===== config.mk =====
export PLATFORM = sky130hd
export DESIGN_NAME = asc_ctrl
export DESIGN_NICKNAME = d
export VERILOG_FILES = /design/src/asc_pkg.sv /design/src/asc_ctrl.sv
export VERILOG_INCLUDE_DIRS = /design/src
export SDC_FILE = /design/constraint.sdc
export NUM_CORES = 1
export LEC_CHECK = 0
export BUFFER_PORTS_ARGS = -buffer_cell sky130_fd_sc_hd__clkbuf_2
export CAP_MARGIN = 5
export CORE_ASPECT_RATIO = 1.4
export CORE_MARGIN = 5
export CORE_UTILIZATION = 41
export CTS_CLUSTER_DIAMETER = 200
export DETAILED_ROUTE_END_ITERATION = 16
export GPL_TIMING_DRIVEN = 0
export PLACE_DENSITY = 0.65
export SETUP_SLACK_MARGIN = 0.1
export SLEW_MARGIN = 20
export SYNTH_ARGS = -nofsm -noshare
export SYNTH_HDL_FRONTEND = slang
export SYNTH_SLANG_ARGS = --single-unit

===== constraint.sdc =====
create_clock -name clk_i -period 4 [get_ports clk_i]
set_input_delay 0.8 -clock clk_i [delete_from_list [all_inputs] [get_ports clk_i]]
set_output_delay 0.8 -clock clk_i [all_outputs]
set_load 0.02 [all_outputs]

===== src/asc_regs.svh =====
// Register map and timing constants of the serial controller.
// Assumes a 32-bit AHB-Lite slave with one register per word.
`ifndef ASC_REGS_SVH
`define ASC_REGS_SVH
// Byte offsets
`define ASC_OFS_C1     8'h00
`define ASC_OFS_C2     8'h04
`define ASC_OFS_C3     8'h08
`define ASC_OFS_STAT   8'h0C
`define ASC_OFS_DATA   8'h10
`define ASC_OFS_BAUD   8'h14
// Control one fields
`define ASC_C1_LOOP    7
`define ASC_C1_ON      6
`define ASC_C1_INV     5
`define ASC_C1_NINE    4
`define ASC_C1_WAKE    3
`define ASC_C1_IDLE_COUNT_AFTER_STOP    2
`define ASC_C1_PEN     1
`define ASC_C1_ODD     0
// Control two fields
`define ASC_C2_TIE     7
`define ASC_C2_TX_DONE_IRQ_EN    6
`define ASC_C2_RIE     5
`define ASC_C2_IDLE_IRQ_EN    4
`define ASC_C2_TXON    3
`define ASC_C2_RXON    2
`define ASC_C2_STBY    1
`define ASC_C2_SBK     0
// Control three fields
`define ASC_C3_R9      7
`define ASC_C3_T9      6
// Reset values
`define ASC_RST_C1     8'h00
`define ASC_RST_C2     8'h00
`define ASC_RST_BAUD   8'h0F
// Oversampling: last and middle sample of a bit
`define ASC_RT_LAST    4'hF
`define ASC_RT_MID     4'h7
// Frame lengths in bits
`define ASC_LEN_SHORT  4'hA
`define ASC_LEN_LONG   4'hB
`endif


===== src/asc_pkg.sv =====
// Types shared by the serial controller.
// Assumes nothing beyond a SystemVerilog compiler.
package asc_pkg;
    typedef enum logic [1:0] {
        ASC_RX_IDLE  = 2'b00,
        ASC_RX_START = 2'b01,
        ASC_RX_DATA  = 2'b10
    } asc_rx_st_t;
endpackage : asc_pkg


===== src/asc_ctrl.sv =====
// Asynchronous serial transceiver with control registers on AHB-Lite.
// Assumes a single 20 MHz clock and a synchronous active-low reset.
// Operation
// - Enabled module always drives the transmit pin as output.
// - Enabled module always treats the receive pin as input.
// - Loopback feeds transmitter into receiver; software enables both ends.
// - Module enable runs logic; disabling sets empty, done, blocks tx requests.
// - Inversion flips every transmitted level including idle and break.
// - Length bit picks nine-bit or eight-bit characters.
// - Wakeup bit picks address-mark wakeup or idle-line wakeup.
// - Idle count starts after stop bit or after start bit.
// - Parity enable generates and checks parity in the top bit.
// - Parity select picks odd or even for both directions.
// - Frames are ten or eleven bits with one start, one stop.
// - Separate enables gate empty, done, full and idle requests.
// - Enabling transmitter first sends a preamble of all ones.
// - Disabling transmitter finishes current character, then line idles high.
// - Disable then enable during a character queues one idle character.
// - Receiver enable runs receiver; disabling keeps receiver flags.
// - Standby blocks rx requests; wakeup event clears standby.
// - Break toggle sends one break then a one; held breaks repeat.
// - Break pending before preamble replaces the preamble.
// - Received ninth bit captured with data, or copy of bit seven.
// - Transmit ninth bit loaded with data; reset leaves it alone.
// - Reset clears all bits of control one and control two.
// - Address mark ending standby also sets receive full.
// - Idle ending standby sets neither idle nor receive full.
`include "asc_regs.svh"
module asc_ctrl (
    input  wire logic        clk_i,             // 20 MHz clock
    input  wire logic        nrst_i,            // Sync reset, low
    input  wire logic        hsel_i,            // Slave select
    input  wire logic [31:0] haddr_i,           // Address
    input  wire logic [1:0]  htrans_i,          // Transfer type
    input  wire logic        hwrite_i,          // Write
    input  wire logic [2:0]  hsize_i,           // Size, word only
    input  wire logic [31:0] hwdata_i,          // Write data
    input  wire logic        hready_i,          // Bus ready
    output logic      [31:0] hrdata_o,          // Read data
    output logic             hreadyout_o,       // Slave ready
    output logic             hresp_o,           // Always OKAY
    input  wire logic        serial_in_pin_i,   // Receive pin level
    input  wire logic        in_pin_dir_bit_i,  // Port dir, rx pin
    input  wire logic        out_pin_dir_bit_i, // Port dir, tx pin
    input  wire logic        port_out_i,        // Port latch, tx pin
    output logic             serial_out_pin_o,  // Transmit pin level
    output logic             serial_out_oe_o,   // Transmit pin enable
    output logic             serial_in_oe_o,    // Rx pin port enable
    output logic             tx_irq_o,          // Transmitter request
    output logic             rx_irq_o           // Receiver request
);
    logic [7:0]  c1_r, c2_r, baud_r, bcnt_r, addr_r, rxd_r, txh_r;
    logic        wr_r, rx9_r, tx9_r, s1_r, s2_r;
    logic        tx_empty_r, tx_done_r, rx_full_r, idle_r;
    logic        ovr_r, fe_r, pe_r, arm_r, pre_r, brk_r;
    logic [3:0]  trt_r, tcnt_r, rrt_r, rbit_r, ones_r;
    logic [10:0] tsh_r;
    logic [9:0]  rsh_r, frm;
    asc_pkg::asc_rx_st_t rst_r;

    logic on, nine, acc, rd_acc, rd_dat, wr_dat, wr_c2, rt, tbit;
    logic [3:0] flen;
    logic tx_line, rx_in, ren, rsamp, rdone, mark, idle_hit, deliver;
    logic ld_brk, ld_one, ld_pre, ld_dat, tx_load;

    // Parity of a character, over seven or eight data bits
    function automatic logic asc_par(input logic [8:0] v,
                                     input logic n9, input logic odd);
        asc_par = (n9 ? ^v[7:0] : ^v[6:0]) ^ odd;
    endfunction : asc_par

    assign on   = c1_r[`ASC_C1_ON];
    assign nine = c1_r[`ASC_C1_NINE];
    assign flen = nine ? `ASC_LEN_LONG : `ASC_LEN_SHORT;

    // Bus decode, address phase for reads, data phase for writes
    assign acc    = hsel_i & hready_i & htrans_i[1];
    assign rd_acc = acc & ~hwrite_i;
    assign rd_dat = rd_acc & (haddr_i[7:0] == `ASC_OFS_DATA);
    assign wr_dat = wr_r & (addr_r == `ASC_OFS_DATA);
    assign wr_c2  = wr_r & (addr_r == `ASC_OFS_C2);

    // Address phase latch
    always_ff @(posedge clk_i) begin
        if (!nrst_i) begin
            wr_r   <= 1'b0;
            addr_r <= 8'h00;
        end else if (hready_i) begin
            wr_r   <= acc & hwrite_i;
            addr_r <= haddr_i[7:0];
        end
    end

    // Read data and zero-wait answer
    always_ff @(posedge clk_i) begin
        if (!nrst_i) begin
            hrdata_o    <= 32'h0000_0000;
            hreadyout_o <= 1'b0;
            hresp_o     <= 1'b0;
        end else begin
            hreadyout_o <= 1'b1;
            hresp_o     <= 1'b0;
            if (rd_acc) begin
                case (haddr_i[7:0])
                    `ASC_OFS_C1:   hrdata_o <= {24'h0, c1_r};
                    `ASC_OFS_C2:   hrdata_o <= {24'h0, c2_r};
                    `ASC_OFS_C3:   hrdata_o <= {24'h0, rx9_r, tx9_r, 6'h00};
                    `ASC_OFS_STAT: hrdata_o <= {24'h0, tx_empty_r, tx_done_r,
                                                rx_full_r, idle_r, ovr_r, 1'b0,
                                                fe_r, pe_r};
                    `ASC_OFS_DATA: hrdata_o <= {24'h0, rxd_r};
                    `ASC_OFS_BAUD: hrdata_o <= {24'h0, baud_r};
                    default:       hrdata_o <= 32'h0000_0000;
                endcase
            end
        end
    end

    // Control one and baud register
    always_ff @(posedge clk_i) begin
        if (!nrst_i) begin
            c1_r   <= `ASC_RST_C1;
            baud_r <= `ASC_RST_BAUD;
        end else if (wr_r) begin
            if (addr_r == `ASC_OFS_C1)
                c1_r <= hwdata_i[7:0];
            if (addr_r == `ASC_OFS_BAUD)
                baud_r <= hwdata_i[7:0];
        end
    end

    // Control two; transmitter and receiver enables ignored while module off, standby auto-clear
    always_ff @(posedge clk_i) begin
        if (!nrst_i) begin
            c2_r <= `ASC_RST_C2;
        end else if (wr_c2) begin
            c2_r <= hwdata_i[7:0];
            if (!on) begin
                c2_r[`ASC_C2_TXON] <= c2_r[`ASC_C2_TXON];
                c2_r[`ASC_C2_RXON] <= c2_r[`ASC_C2_RXON];
            end
        end else if ((rdone & mark & c1_r[`ASC_C1_WAKE]) |
                     (idle_hit & ~c1_r[`ASC_C1_WAKE])) begin
            c2_r[`ASC_C2_STBY] <= 1'b0;
        end
    end

    // Transmit holding data and ninth bit, untouched by reset
    always_ff @(posedge clk_i) begin
        if (wr_dat)
            txh_r <= hwdata_i[7:0];
        if (wr_r && addr_r == `ASC_OFS_C3)
            tx9_r <= hwdata_i[`ASC_C3_T9];
    end

    // Oversampling divider, runs only while enabled
    always_ff @(posedge clk_i) begin
        if (!nrst_i || !on || rt)
            bcnt_r <= 8'h00;
        else
            bcnt_r <= bcnt_r + 8'h01;
    end
    assign rt = on & (bcnt_r == baud_r);

    // Transmit bit timer
    always_ff @(posedge clk_i) begin
        if (!nrst_i || !on)
            trt_r <= 4'h0;
        else if (rt)
            trt_r <= trt_r + 4'h1;
    end
    assign tbit = rt & (trt_r == `ASC_RT_LAST);

    // Next frame choice at a frame boundary
    assign tx_load = tbit & (tcnt_r <= 4'h1);
    assign ld_brk  = c2_r[`ASC_C2_TXON] & c2_r[`ASC_C2_SBK];
    assign ld_one  = ~ld_brk & brk_r;
    assign ld_pre  = ~ld_brk & ~ld_one & pre_r & c2_r[`ASC_C2_TXON];
    assign ld_dat  = ~ld_brk & ~ld_one & ~ld_pre & c2_r[`ASC_C2_TXON]
                   & ~tx_empty_r;

    // Transmit shifter
    always_ff @(posedge clk_i) begin
        if (!nrst_i || !on) begin
            tsh_r  <= 11'h7FF;
            tcnt_r <= 4'h0;
            brk_r  <= 1'b0;
        end else if (tx_load) begin
            brk_r <= ld_brk;
            if (ld_brk) begin
                tsh_r  <= 11'h000;
                tcnt_r <= flen;
            end else if (ld_one) begin
                tsh_r  <= 11'h7FF;
                tcnt_r <= 4'h1;
            end else if (ld_pre) begin
                tsh_r  <= 11'h7FF;
                tcnt_r <= flen;
            end else if (ld_dat) begin
                tcnt_r <= flen;
                if (nine)
                    tsh_r <= {1'b1, c1_r[`ASC_C1_PEN] ?
                              asc_par({tx9_r, txh_r}, 1'b1, c1_r[`ASC_C1_ODD])
                              : tx9_r, txh_r, 1'b0};
                else
                    tsh_r <= {2'b11, c1_r[`ASC_C1_PEN] ?
                              asc_par({1'b0, txh_r}, 1'b0, c1_r[`ASC_C1_ODD])
                              : txh_r[7], txh_r[6:0], 1'b0};
            end else begin
                tcnt_r <= 4'h0;
            end
        end else if (tbit && tcnt_r != 4'h0) begin
            tsh_r  <= {1'b1, tsh_r[10:1]};
            tcnt_r <= tcnt_r - 4'h1;
        end
    end
    assign tx_line = (tcnt_r != 4'h0) ? tsh_r[0] : 1'b1;

    // Pending preamble: set by each enabling write, cancelled by break
    always_ff @(posedge clk_i) begin
        if (!nrst_i || !on)
            pre_r <= 1'b0;
        else if (wr_c2 && hwdata_i[`ASC_C2_TXON] && !c2_r[`ASC_C2_TXON])
            pre_r <= 1'b1;
        else if (tx_load && (ld_pre || ld_brk))
            pre_r <= 1'b0;
    end

    // Transmit empty and done flags; disabling forces both
    always_ff @(posedge clk_i) begin
        if (!nrst_i) begin
            tx_empty_r <= 1'b1;
            tx_done_r  <= 1'b1;
        end else begin
            if (!on || (tx_load && ld_dat))
                tx_empty_r <= 1'b1;
            else if (wr_dat)
                tx_empty_r <= 1'b0;
            tx_done_r <= ~on | (tx_empty_r & (tcnt_r == 4'h0) & ~pre_r
                                & ~ld_brk & ~brk_r);
        end
    end

    // Receive pin synchroniser
    always_ff @(posedge clk_i) begin
        if (!nrst_i) begin
            s1_r <= 1'b1;
            s2_r <= 1'b1;
        end else begin
            s1_r <= serial_in_pin_i;
            s2_r <= s1_r;
        end
    end
    assign rx_in = c1_r[`ASC_C1_LOOP] ? tx_line : s2_r;
    assign ren   = on & c2_r[`ASC_C2_RXON];

    // Receive state machine
    assign rsamp = rt & (rrt_r == `ASC_RT_LAST);
    assign rdone = rsamp & (rst_r == asc_pkg::ASC_RX_DATA)
                 & (rbit_r == flen - 4'h2);
    always_ff @(posedge clk_i) begin
        if (!nrst_i || !ren) begin
            rst_r  <= asc_pkg::ASC_RX_IDLE;
            rrt_r  <= 4'h0;
            rbit_r <= 4'h0;
        end else if (rt) begin
            rrt_r <= rrt_r + 4'h1;
            case (rst_r)
                asc_pkg::ASC_RX_IDLE: begin
                    if (!rx_in) begin
                        rst_r <= asc_pkg::ASC_RX_START;
                        rrt_r <= 4'h0;
                    end
                end
                asc_pkg::ASC_RX_START: begin
                    if (rrt_r == `ASC_RT_MID) begin
                        rst_r  <= rx_in ? asc_pkg::ASC_RX_IDLE
                                        : asc_pkg::ASC_RX_DATA;
                        rrt_r  <= 4'h0;
                        rbit_r <= 4'h0;
                    end
                end
                asc_pkg::ASC_RX_DATA: begin
                    if (rsamp) begin
                        rsh_r[rbit_r] <= rx_in;
                        rbit_r        <= rbit_r + 4'h1;
                        if (rdone)
                            rst_r <= asc_pkg::ASC_RX_IDLE;
                    end
                end
                default: rst_r <= asc_pkg::ASC_RX_IDLE;
            endcase
        end
    end

    // Frame as completed by the stop sample
    always_comb begin
        frm = rsh_r;
        frm[rbit_r] = rx_in;
    end
    assign mark = nine ? frm[8] : frm[7];

    // Idle counter of consecutive ones
    always_ff @(posedge clk_i) begin
        if (!nrst_i || !ren) begin
            ones_r <= 4'h0;
        end else if (rdone && c1_r[`ASC_C1_IDLE_COUNT_AFTER_STOP]) begin
            ones_r <= 4'h0;
        end else if (rsamp && rst_r != asc_pkg::ASC_RX_START) begin
            if (!rx_in)
                ones_r <= 4'h0;
            else if ((rst_r == asc_pkg::ASC_RX_IDLE || !c1_r[`ASC_C1_IDLE_COUNT_AFTER_STOP])
                     && ones_r != flen)
                ones_r <= ones_r + 4'h1;
        end
    end
    assign idle_hit = rsamp & rx_in & (ones_r == flen - 4'h1);

    // A frame reaches software unless standby discards it
    assign deliver = rdone & (~c2_r[`ASC_C2_STBY] |
                              (c1_r[`ASC_C1_WAKE] & mark));

    // Receive data and ninth bit, untouched by reset
    always_ff @(posedge clk_i) begin
        if (deliver && !rx_full_r) begin
            rxd_r <= frm[7:0];
            rx9_r <= nine ? frm[8] : frm[7];
        end
    end

    // Receive flags; set wins over the clearing data read
    always_ff @(posedge clk_i) begin
        if (!nrst_i) begin
            rx_full_r <= 1'b0;
            idle_r    <= 1'b0;
            ovr_r     <= 1'b0;
            fe_r      <= 1'b0;
            pe_r      <= 1'b0;
            arm_r     <= 1'b0;
        end else begin
            if (deliver && !rx_full_r) begin
                rx_full_r <= 1'b1;
                fe_r      <= ~frm[flen - 4'h2];
                pe_r      <= c1_r[`ASC_C1_PEN] &
                             (asc_par({frm[8], frm[7:0]}, nine,
                                      c1_r[`ASC_C1_ODD]) != mark);
            end else if (rd_dat) begin
                rx_full_r <= 1'b0;
                fe_r      <= 1'b0;
                pe_r      <= 1'b0;
            end
            if (deliver && rx_full_r)
                ovr_r <= 1'b1;
            else if (rd_dat)
                ovr_r <= 1'b0;
            if (idle_hit && arm_r && !c2_r[`ASC_C2_STBY])
                idle_r <= 1'b1;
            else if (rd_dat)
                idle_r <= 1'b0;
            if (deliver)
                arm_r <= 1'b1;
            else if (idle_hit && !c2_r[`ASC_C2_STBY])
                arm_r <= 1'b0;
        end
    end

    // Pin ownership and interrupt requests
    always_ff @(posedge clk_i) begin
        if (!nrst_i) begin
            serial_out_pin_o <= 1'b1;
            serial_out_oe_o  <= 1'b0;
            serial_in_oe_o   <= 1'b0;
            tx_irq_o         <= 1'b0;
            rx_irq_o         <= 1'b0;
        end else begin
            serial_out_pin_o <= on ? tx_line ^ c1_r[`ASC_C1_INV]
                                   : port_out_i;
            serial_out_oe_o  <= on | out_pin_dir_bit_i;
            serial_in_oe_o   <= ~on & in_pin_dir_bit_i;
            tx_irq_o <= on & ((c2_r[`ASC_C2_TIE] & tx_empty_r) |
                              (c2_r[`ASC_C2_TX_DONE_IRQ_EN] & tx_done_r));
            rx_irq_o <= ~c2_r[`ASC_C2_STBY] &
                        ((c2_r[`ASC_C2_RIE] & rx_full_r) |
                         (c2_r[`ASC_C2_IDLE_IRQ_EN] & idle_r));
        end
    end
endmodule : asc_ctrl


# After elaboration in Yosys (flattened, before gate mapping)
# Cells that the tools add are included.
# totals
register_bits	152
in_bits	78
out_inout_bits	39
# classes
n_addsub	8
magnitude_cmp	4
eq_ne	26
mux	54
bitwise_logic	64
reduce_logical	55
# op_table
operator	n
2-to-1 mux 11 bit	6
2-to-1 mux 4 bit	12
case mux 8 bit (6 select lines)	1
AND 1 bit	41
equality test 8 x 5 -> 1 bit (second input constant)	4
equality test 8 x 4 -> 1 bit (second input constant)	3
2-to-1 mux 1 bit	23
adder 4 x 1 -> 4 bit (second input constant)	4
equality test 8 x 3 -> 1 bit (second input constant)	2
logical NOT 8 bit	2
case mux 4 bit (2 select lines)	2
nonzero test 2 bit	8
parity 8 bit	2
logical AND 1 bit	15
parity 7 bit	2
inverter 1 bit	13
bitwise mux 10 bit	1
less-than comparator 4 x 5 -> 1 bit (second input constant)	2
2-to-1 mux 10 bit	1
2-to-1 mux 2 bit	5
AND reduction 2 bit	5
adder 8 x 1 -> 8 bit (second input constant)	1
equality test 4 bit	2
equality test 4 bit (second input constant)	2
26 further kinds	52

# Depth between registers and ports, before layout
# Gate-level depths: netlist (run 1).
# logic_depth
ltp_word	16
mapped_depth	10

# Least setup slack after synthesis (run 1)
# No wires, ideal clock.
# synth_path
kind	register to register
start	reg bcnt_r[0]
end	reg rsh_r[0] (enable)
arrival_ns	2.420
required_time_ns	3.597
setup_slack_ns	1.177
path_stages_with_launch	6
path_buffers	1
synth_period_minus_slack_ns	2.823
path_cell_list	dfxtp_1 -> xnor2_1 -> nand4_1 -> or3_1 -> clkbuf_1 -> nor4_1
# synth_via
elab_chain_cells	4
# synth_rtl
element	line	text
start, declared	asc_ctrl.sv:52	logic [7:0] c1_r, c2_r, baud_r, bcnt_r, addr_r, rxd_r, txh_r;
start signal, assigned	asc_ctrl.sv:161	bcnt_r <= bcnt_r + 8'h01;
equality test 8 bit (*)	asc_ctrl.sv:163	assign rt = on & (bcnt_r == baud_r);
AND 1 bit (*)	asc_ctrl.sv:163	
AND 1 bit	asc_ctrl.sv:258	assign rsamp = rt & (rrt_r == `ASC_RT_LAST);
AND reduction 4 bit (no source line) (*)	-	
end signal, assigned by index	asc_ctrl.sv:285	rsh_r[rbit_r] <= rx_in;
end, declared	asc_ctrl.sv:58	logic [9:0] rsh_r, frm;
# Every way passes the cells marked *; elsewhere a longest branch is shown, timed or not.
# A chain may end at the register's enable or synchronous reset.

# Final worst setup path (run 1)
# layout_path
start	reg rbit_r[1]
end	reg pe_r
# layout_via
elab_chain_cells	11
# layout_rtl
element	line	text
start, declared	asc_ctrl.sv:56	logic [3:0] trt_r, tcnt_r, rrt_r, rbit_r, ones_r;
start signal, assigned	asc_ctrl.sv:286	rbit_r <= rbit_r + 4'h1;
less-than comparator 4 x 5 -> 1 bit (implied by the code) or >= comparator 4 x 1 -> 1 bit (tied branches)	asc_ctrl.sv:299	frm[rbit_r] = rx_in;
logical AND 1 bit (implied by the code)	asc_ctrl.sv:299	
2-to-1 mux 1 bit (implied by the code)	asc_ctrl.sv:299	
demux 1 bit (select 4 bit)	asc_ctrl.sv:299	
bitwise mux 10 bit	asc_ctrl.sv:299	
parity 8 bit, or another cell as far along	asc_ctrl.sv:69	asc_par = (n9 ? ^v[7:0] : ^v[6:0]) ^ odd;
2-to-1 mux 1 bit or AND 1 bit (tied branches)	asc_ctrl.sv:69, asc_ctrl.sv:321	
XOR 1 bit or bitwise OR 1 bit (tied branches)	asc_ctrl.sv:69, asc_ctrl.sv:320	
!= test 1 bit or AND 1 bit (tied branches)	asc_ctrl.sv:345, asc_ctrl.sv:320	
AND 1 bit or logical AND 1 bit (tied branches)	asc_ctrl.sv:344, asc_ctrl.sv:341	
2-to-1 mux 1 bit or nonzero test 2 bit (tied branches)	-	
end signal, assigned	asc_ctrl.sv:344	pe_r <= c1_r[`ASC_C1_PEN] &
end, declared	asc_ctrl.sv:55	logic ovr_r, fe_r, pe_r, arm_r, pre_r, brk_r;
# Several ways; a longest one is shown, not always the timed one.

==> impl_metrics.json, run 1 <==
{
  "status": "finished, final reports clean",
  "synth-simple-area-share": 0.2281,
  "vias": 5426,
  "worstSkewPairLatency_ps": 420,
  "die_x_um": 117.4,
  "viasPerCell": 5.351,
  "tightest_slew_ps": 712.7,
  "cellPowerDensity_mw_per_mm2": 402.9,
  "pre_cts_ws_ps": 1120,
  "final_nets": 891,
  "fin_tns_setup_ps": 0,
  "timing.final.hold_violations": 0,
  "maxSlewViolCount": 0,
  "synth_top_family_by_area": "simple AND/OR/NAND/NOR gates",
  "rsz0062_at_grt": "no",
  "syn_inst": 721,
  "drt_iter0_markers": 369,
  "die_h_um": 160.4,
  "yosys_warnings": 0,
  "grt_overflow": 0,
  "fillers": 1549,
  "synth_edf_count": 28,
  "ant_nets": 0,
  "syn2layout_area_growth_pct": 17.81,
  "synth_mux_area_frac": 0.07252,
  "synth_top_cell_area_share": 0.3022,
  "yosys.cell_types.count": 71,
  "cts_buffers": 17,
  "wl_per_cell_um": 16.53,
  "end_kind": "flip-flop",
  "cp_data_arrival_time_ps": 3270,
  "period_share": 0.7290,
  "cp_max_fo": 13,
  "start_util": 0.4132,
  "antenna_found_initial": 0,
  "synth_ff_type": "dfxtp_1",
  "cts_tree": "done",
  "synthAdderAreaFrac": 0.02077,
  "antenna_cells": 0,
  "synth_common_cells": "dfxtp_1 (100), nor2_1 (66), nand2_1 (61), o21ai_0 (54), nor2b_1 (46)",
  "ctsHtreeMaxLevel": 4,
  "fin_ws_ps": 1084,
  "syn_area_mm2": 0.006625,
  "cts_root_buf": "clkbuf_16",
  "grt_max_degree": 17,
  "wl_um": 16770,
  "period_needed_ps": 2916,
  "synth_compound_area_frac": 0.1377,
  "dp_hpwl_um": 12410,
  "synth_area_leaders": "dfxtp_1 (30%), edfxtp_1 (13%), mux2i_1 (6.3%)",
  "die_area_mm2": 0.01884,
  "critPathKind": "reg -> reg",
  "synth_xor_area_frac": 0.05458,
  "clock_skew_ps": 8.164,
  "firstDrtPassIters": 5,
  "ys_async_sr_fraction": 0,
  "clkTransAtPathRegs_ps": 60,
  "cp.required_ps": 4350,
  "grt_pass1_vias": 5278,
  "drc": 0,
  "yosysTopAreaCell": "dfxtp_1",
  "grt_usage": 0.1814,
  "hold_path_class": "reg -> reg",
  "core_area_mm2": 0.01603,
  "cp-start-kind": "flip-flop",
  "setup_viol": 0,
  "post_cts_resized": 0,
  "cts_hold_buf": 0,
  "grt_pass1_wl_um": 27350,
  "synth.yosys.seq_area_share": 0.4291,
  "cts_sinks": 128,
  "cts_setup_buffers": 0,
  "drv_cap": 0,
  "clock_path_buffers": 2,
  "leakagePower_nw": 2.879,
  "timing.fmax_mhz": 342.9,
  "slew_headroom": 0.5205,
  "synth-seq-cells": 128,
  "avgSynthCellArea_um2": 9.189,
  "port-buffer-count": 37,
  "boundaryPins": 117,
  "yosysMostFrequentCell": "dfxtp_1",
  "place_congestion": 0.8920,
  "ir_drop_mv": 0.3474,
  "rows": 55,
  "drive_above_1_share": 0.1509
}
## area by class of cell
| cell class | instances | area, um^2 | share of cell area |
|---|---|---|---|
| multi-input combinational | 546 | 3503 | 0.4489 |
| sequential | 128 | 2843 | 0.3642 |
| clock buffer | 18 | 439.2 | 0.05627 |
| buffer | 57 | 322.8 | 0.04136 |
| tap | 199 | 249.0 | 0.03190 |
| clock inverter | 14 | 202.7 | 0.02597 |
| timing repair buffer | 38 | 192.7 | 0.02469 |
| inverter | 14 | 52.55 | 0.006733 |
## registers in the layout (all words and copies together) (netlist names), 2 cells and up
name	count
rsh_r	10
tsh_r	11
txh_r	8
bcnt_r	8
rxd_r	8
c1_r	8
trt_r	4
addr_r	8
rbit_r	4
rst_r	2
hrdata_o	8
tcnt_r	4
ones_r	4
rrt_r	4
c2_r	8
baud_r	8
## cells in the final DEF, fill, tap and decap left out, types with 6 or more instances in the layout
cell type | Yosys | routed
xor2_1 | 13 | 13
clkbuf_2 | 1 | 38
and2_1 | 10 | 10
xnor2_1 | 23 | 23
nor2_1 | 66 | 66
a211oi_1 | 20 | 20
clkbuf_16 | 0 | 17
nor3b_1 | 9 | 9
mux2i_1 | 42 | 42
nand3b_1 | 6 | 6
edfxtp_1 | 28 | 28
o21ai_0 | 54 | 54
a21oi_1 | 26 | 26
nor2b_1 | 46 | 46
conb_1 | 1 | 25
ha_1 | 11 | 11
inv_1 | 13 | 13
buf_4 | 25 | 26
nand2_1 | 61 | 61
nand3_1 | 16 | 16
clkbuf_1 | 27 | 27
or4_1 | 6 | 6
nor3_1 | 12 | 12
nand2b_1 | 10 | 10
dfxtp_1 | 100 | 100
## per-layer routing
metal,up-vias,routed length [um],track usage
li1,2688,-,-
met1,2559,6981,0.2146
met2,141,8455,0.3105
met3,38,810,0.04685
met4,0,517,0.07599
met5,-,0,0
## report_power, final
group / internal (mW) / switching [mW]
clock network: 1.07 / 0.611
logic: 0.0524 / 0.0799
registers: 1.32 / 0.00558
## cells by family after synthesis
logic type                 Yosys count
DFF                                128
xor gates and xnor gates            38
adders and majority gates           11
muxes                               46
other                                1
AOI/OAI and AO/OA                  142
and+or+nand+nor                    284
buffers and inverters               71
## path summary, 6_finish.rpt
| path | startpoint | to | slack, ps | cells past startpoint |
|---|---|---|---|---|
| max | rbit_r[1] | pe_r | 1080 | 7 |
| min | s1_r | s2_r | 410 | 1 |
| min reg2reg | s1_r | s2_r | 410 | 1 |
| max reg2reg | rbit_r[1] | pe_r | 1080 | 7 |
## worst max-delay path, cell delays in order (launching register included)
cell and delay [ps]:
dfxtp_1 360, or3b_1 410, or4_1 540, nor4_2 420, o221ai_2 240, nor2_2 530, nand3_1 180, o21ai_1 160
## stage by stage
step	hold WS (ps)	util	instance area (um^2)	cells	total power, mW
final	407.8	0.4868	7805	1014	3.145
after global routing	429.2	0.4868	7805	1014	3.250
after CTS	415.7	0.4868	7805	1014	3.171
after detailed placement	400.7	0.4467	7163	982	1.489
after global placement	388.4	0.4459	7149	981	1.489
after floorplan	386.3	-	6715	745	1.449
Power figures use the tool's default switching activity.
==> inputs of run 2 (changes only) <==
==> constraint.sdc (replaced) <==
create_clock -name clk_i -period 2.8 [get_ports clk_i]
set_input_delay 0.56 -clock clk_i [delete_from_list [all_inputs] [get_ports clk_i]]
set_output_delay 0.56 -clock clk_i [all_outputs]
set_load 0.02 [all_outputs]
==> impl_metrics.json, run 2 (same netlist as run 1, synthesis figures left out) <==
{
  "status": "finished, final reports clean",
  "drive_above_1_share": 0.1565,
  "vias": 5363,
  "cts_root_buf": "clkbuf_16",
  "period_needed_ps": 2574,
  "antenna_found_initial": 0,
  "ir_drop_mv": 0.4770,
  "ff_latch_area_mm2": 0.002843,
  "cellPowerDensity_mw_per_mm2": 557.6,
  "firstDrtPassIters": 5,
  "final_nets": 894,
  "grt_pass1_wl_um": 27100,
  "timing.final.hold_violations": 0,
  "end_kind": "flip-flop",
  "place_congestion": 0.8730,
  "worstSkewPairLatency_ps": 420,
  "die_h_um": 160.4,
  "cp-start-kind": "flip-flop",
  "cp_data_arrival_time_ps": 2930,
  "clkTransAtPathRegs_ps": 60,
  "top_register": "tsh_r",
  "fin_ws_ps": 226.5,
  "start_util": 0.4132,
  "drc": 0,
  "dp_hpwl_um": 12270,
  "grt_pass1_vias": 5128,
  "wl_um": 16550,
  "cts_tree": "done",
  "timing.fmax_mhz": 388.6,
  "critPathKind": "reg -> reg",
  "period_share": 0.9191,
  "cts_hold_buf": 0,
  "core_area_mm2": 0.01603,
  "final_cell_mix": "dfxtp_1 (100), nor2_1 (66), nand2_1 (61)",
  "rows": 55,
  "drt_iter0_markers": 360,
  "die_x_um": 117.4,
  "ant_nets": 0,
  "syn2layout_area_growth_pct": 18.89,
  "grt_usage": 0.1797,
  "clock_path_buffers": 2,
  "multi_input_area_mm2": 0.003540,
  "hold_path_class": "in -> reg",
  "tightest_slew_ps": 762.1,
  "grt_max_degree": 17,
  "rsz0062_at_grt": "no",
  "clock_skew_ps": 6.234,
  "power_mw": 4.391,
  "cp.required_ps": 3150,
  "port-buffer-count": 37,
  "largest_reg_flops": 11,
  "ctsHtreeMaxLevel": 4,
  "viasPerCell": 5.273,
  "reg_top3": "tsh_r: 11 flops, rsh_r: 10 flops",
  "cts_sinks": 128,
  "wl_per_cell_um": 16.27,
  "layout_commonest_cell": "dfxtp_1",
  "leakagePower_nw": 2.938,
  "grt_overflow": 0,
  "maxSlewViolCount": 0,
  "cp_max_fo": 10,
  "pre_cts_ws_ps": -33.83,
  "die_area_mm2": 0.01884,
  "drv_cap": 0,
  "cts_buffers": 17,
  "fillers": 1544,
  "boundaryPins": 117,
  "antenna_cells": 0,
  "setup_viol": 0,
  "slew_headroom": 0.4872
}
## run 2: cell count changes in the layout (fill, tap and decap cells not counted), moves of 2 or more
| cell | before | now |
|---|---|---|
| inv_6 | 5 | 2 |
| nor4_2 | 3 | 0 |
| nor4_4 | 0 | 3 |
| buf_12 | 0 | 2 |
| buf_4 | 26 | 28 |
| bufinv_16 | 4 | 2 |
| clkbuf_16 | 17 | 19 |
| clkinvlp_4 | 2 | 4 |
## run 2: area by class of cell
type	instances	share of cell area
multi-input combinational	546	0.4494
clock inverter	13	0.01906
inverter	14	0.006672
tap	199	0.03161
timing repair buffer	41	0.03050
clock buffer	19	0.06037
buffer	57	0.04146
sequential	128	0.3609
## run 2: per-layer routing
layer	vias up	wire (um)	track usage
met3	32	887	0.04473
met4	0	404	0.07282
met1	2499	6810	0.2152
li1	2684	-	-
met5	-	0	0
met2	148	8445	0.3069
## run 2: where the power goes
group	internal [mW]	total, mW	switching [mW]
sequential	1.89	1.90	0.00778
combinational	0.0759	0.189	0.113
clock	1.43	2.30	0.873
total	3.40	4.39	0.994
## run 2: path summary, 6_finish.rpt
kind,from,to,slack [ps],depth (start not counted)
max reg2reg,tcnt_r[0],pe_r,230,10
min,nrst_i,hreadyout_o,290,1
min reg2reg,s1_r,s2_r,410,1
max,tcnt_r[0],pe_r,230,10
## run 2: worst max-delay path, stage by stage (launching register included)
cell	delay (ps)
dfxtp_1	360
inv_1	100
ha_1	170
or3b_1	360
buf_6	160
a21oi_4	290
o22a_2	190
o32ai_1	70
a211oi_1	230
xnor3_1	430
o21ai_1	140
## run 2: per-stage QoR
stage | TNS [ps] | hold WS, ps | instances | util | area (um^2)
detailed placement | -498.8 | 392.5 | 981 | 0.4468 | 7164
global placement | -3850 | 391.3 | 981 | 0.4463 | 7156
CTS | 0 | 281.1 | 1014 | 0.4874 | 7815
global route | 0 | 274.1 | 1017 | 0.4912 | 7876
finish | 0 | 290.5 | 1017 | 0.4912 | 7876
floorplan | 0 | 386.3 | 745 | - | 6721
## run 2: timing repair
action,CTS,global route
pin swaps,1,2
resized for setup,1,9
setup endpoints to repair,22,27
setup buffers,1,3
endpoints found under the hold margin,0,0
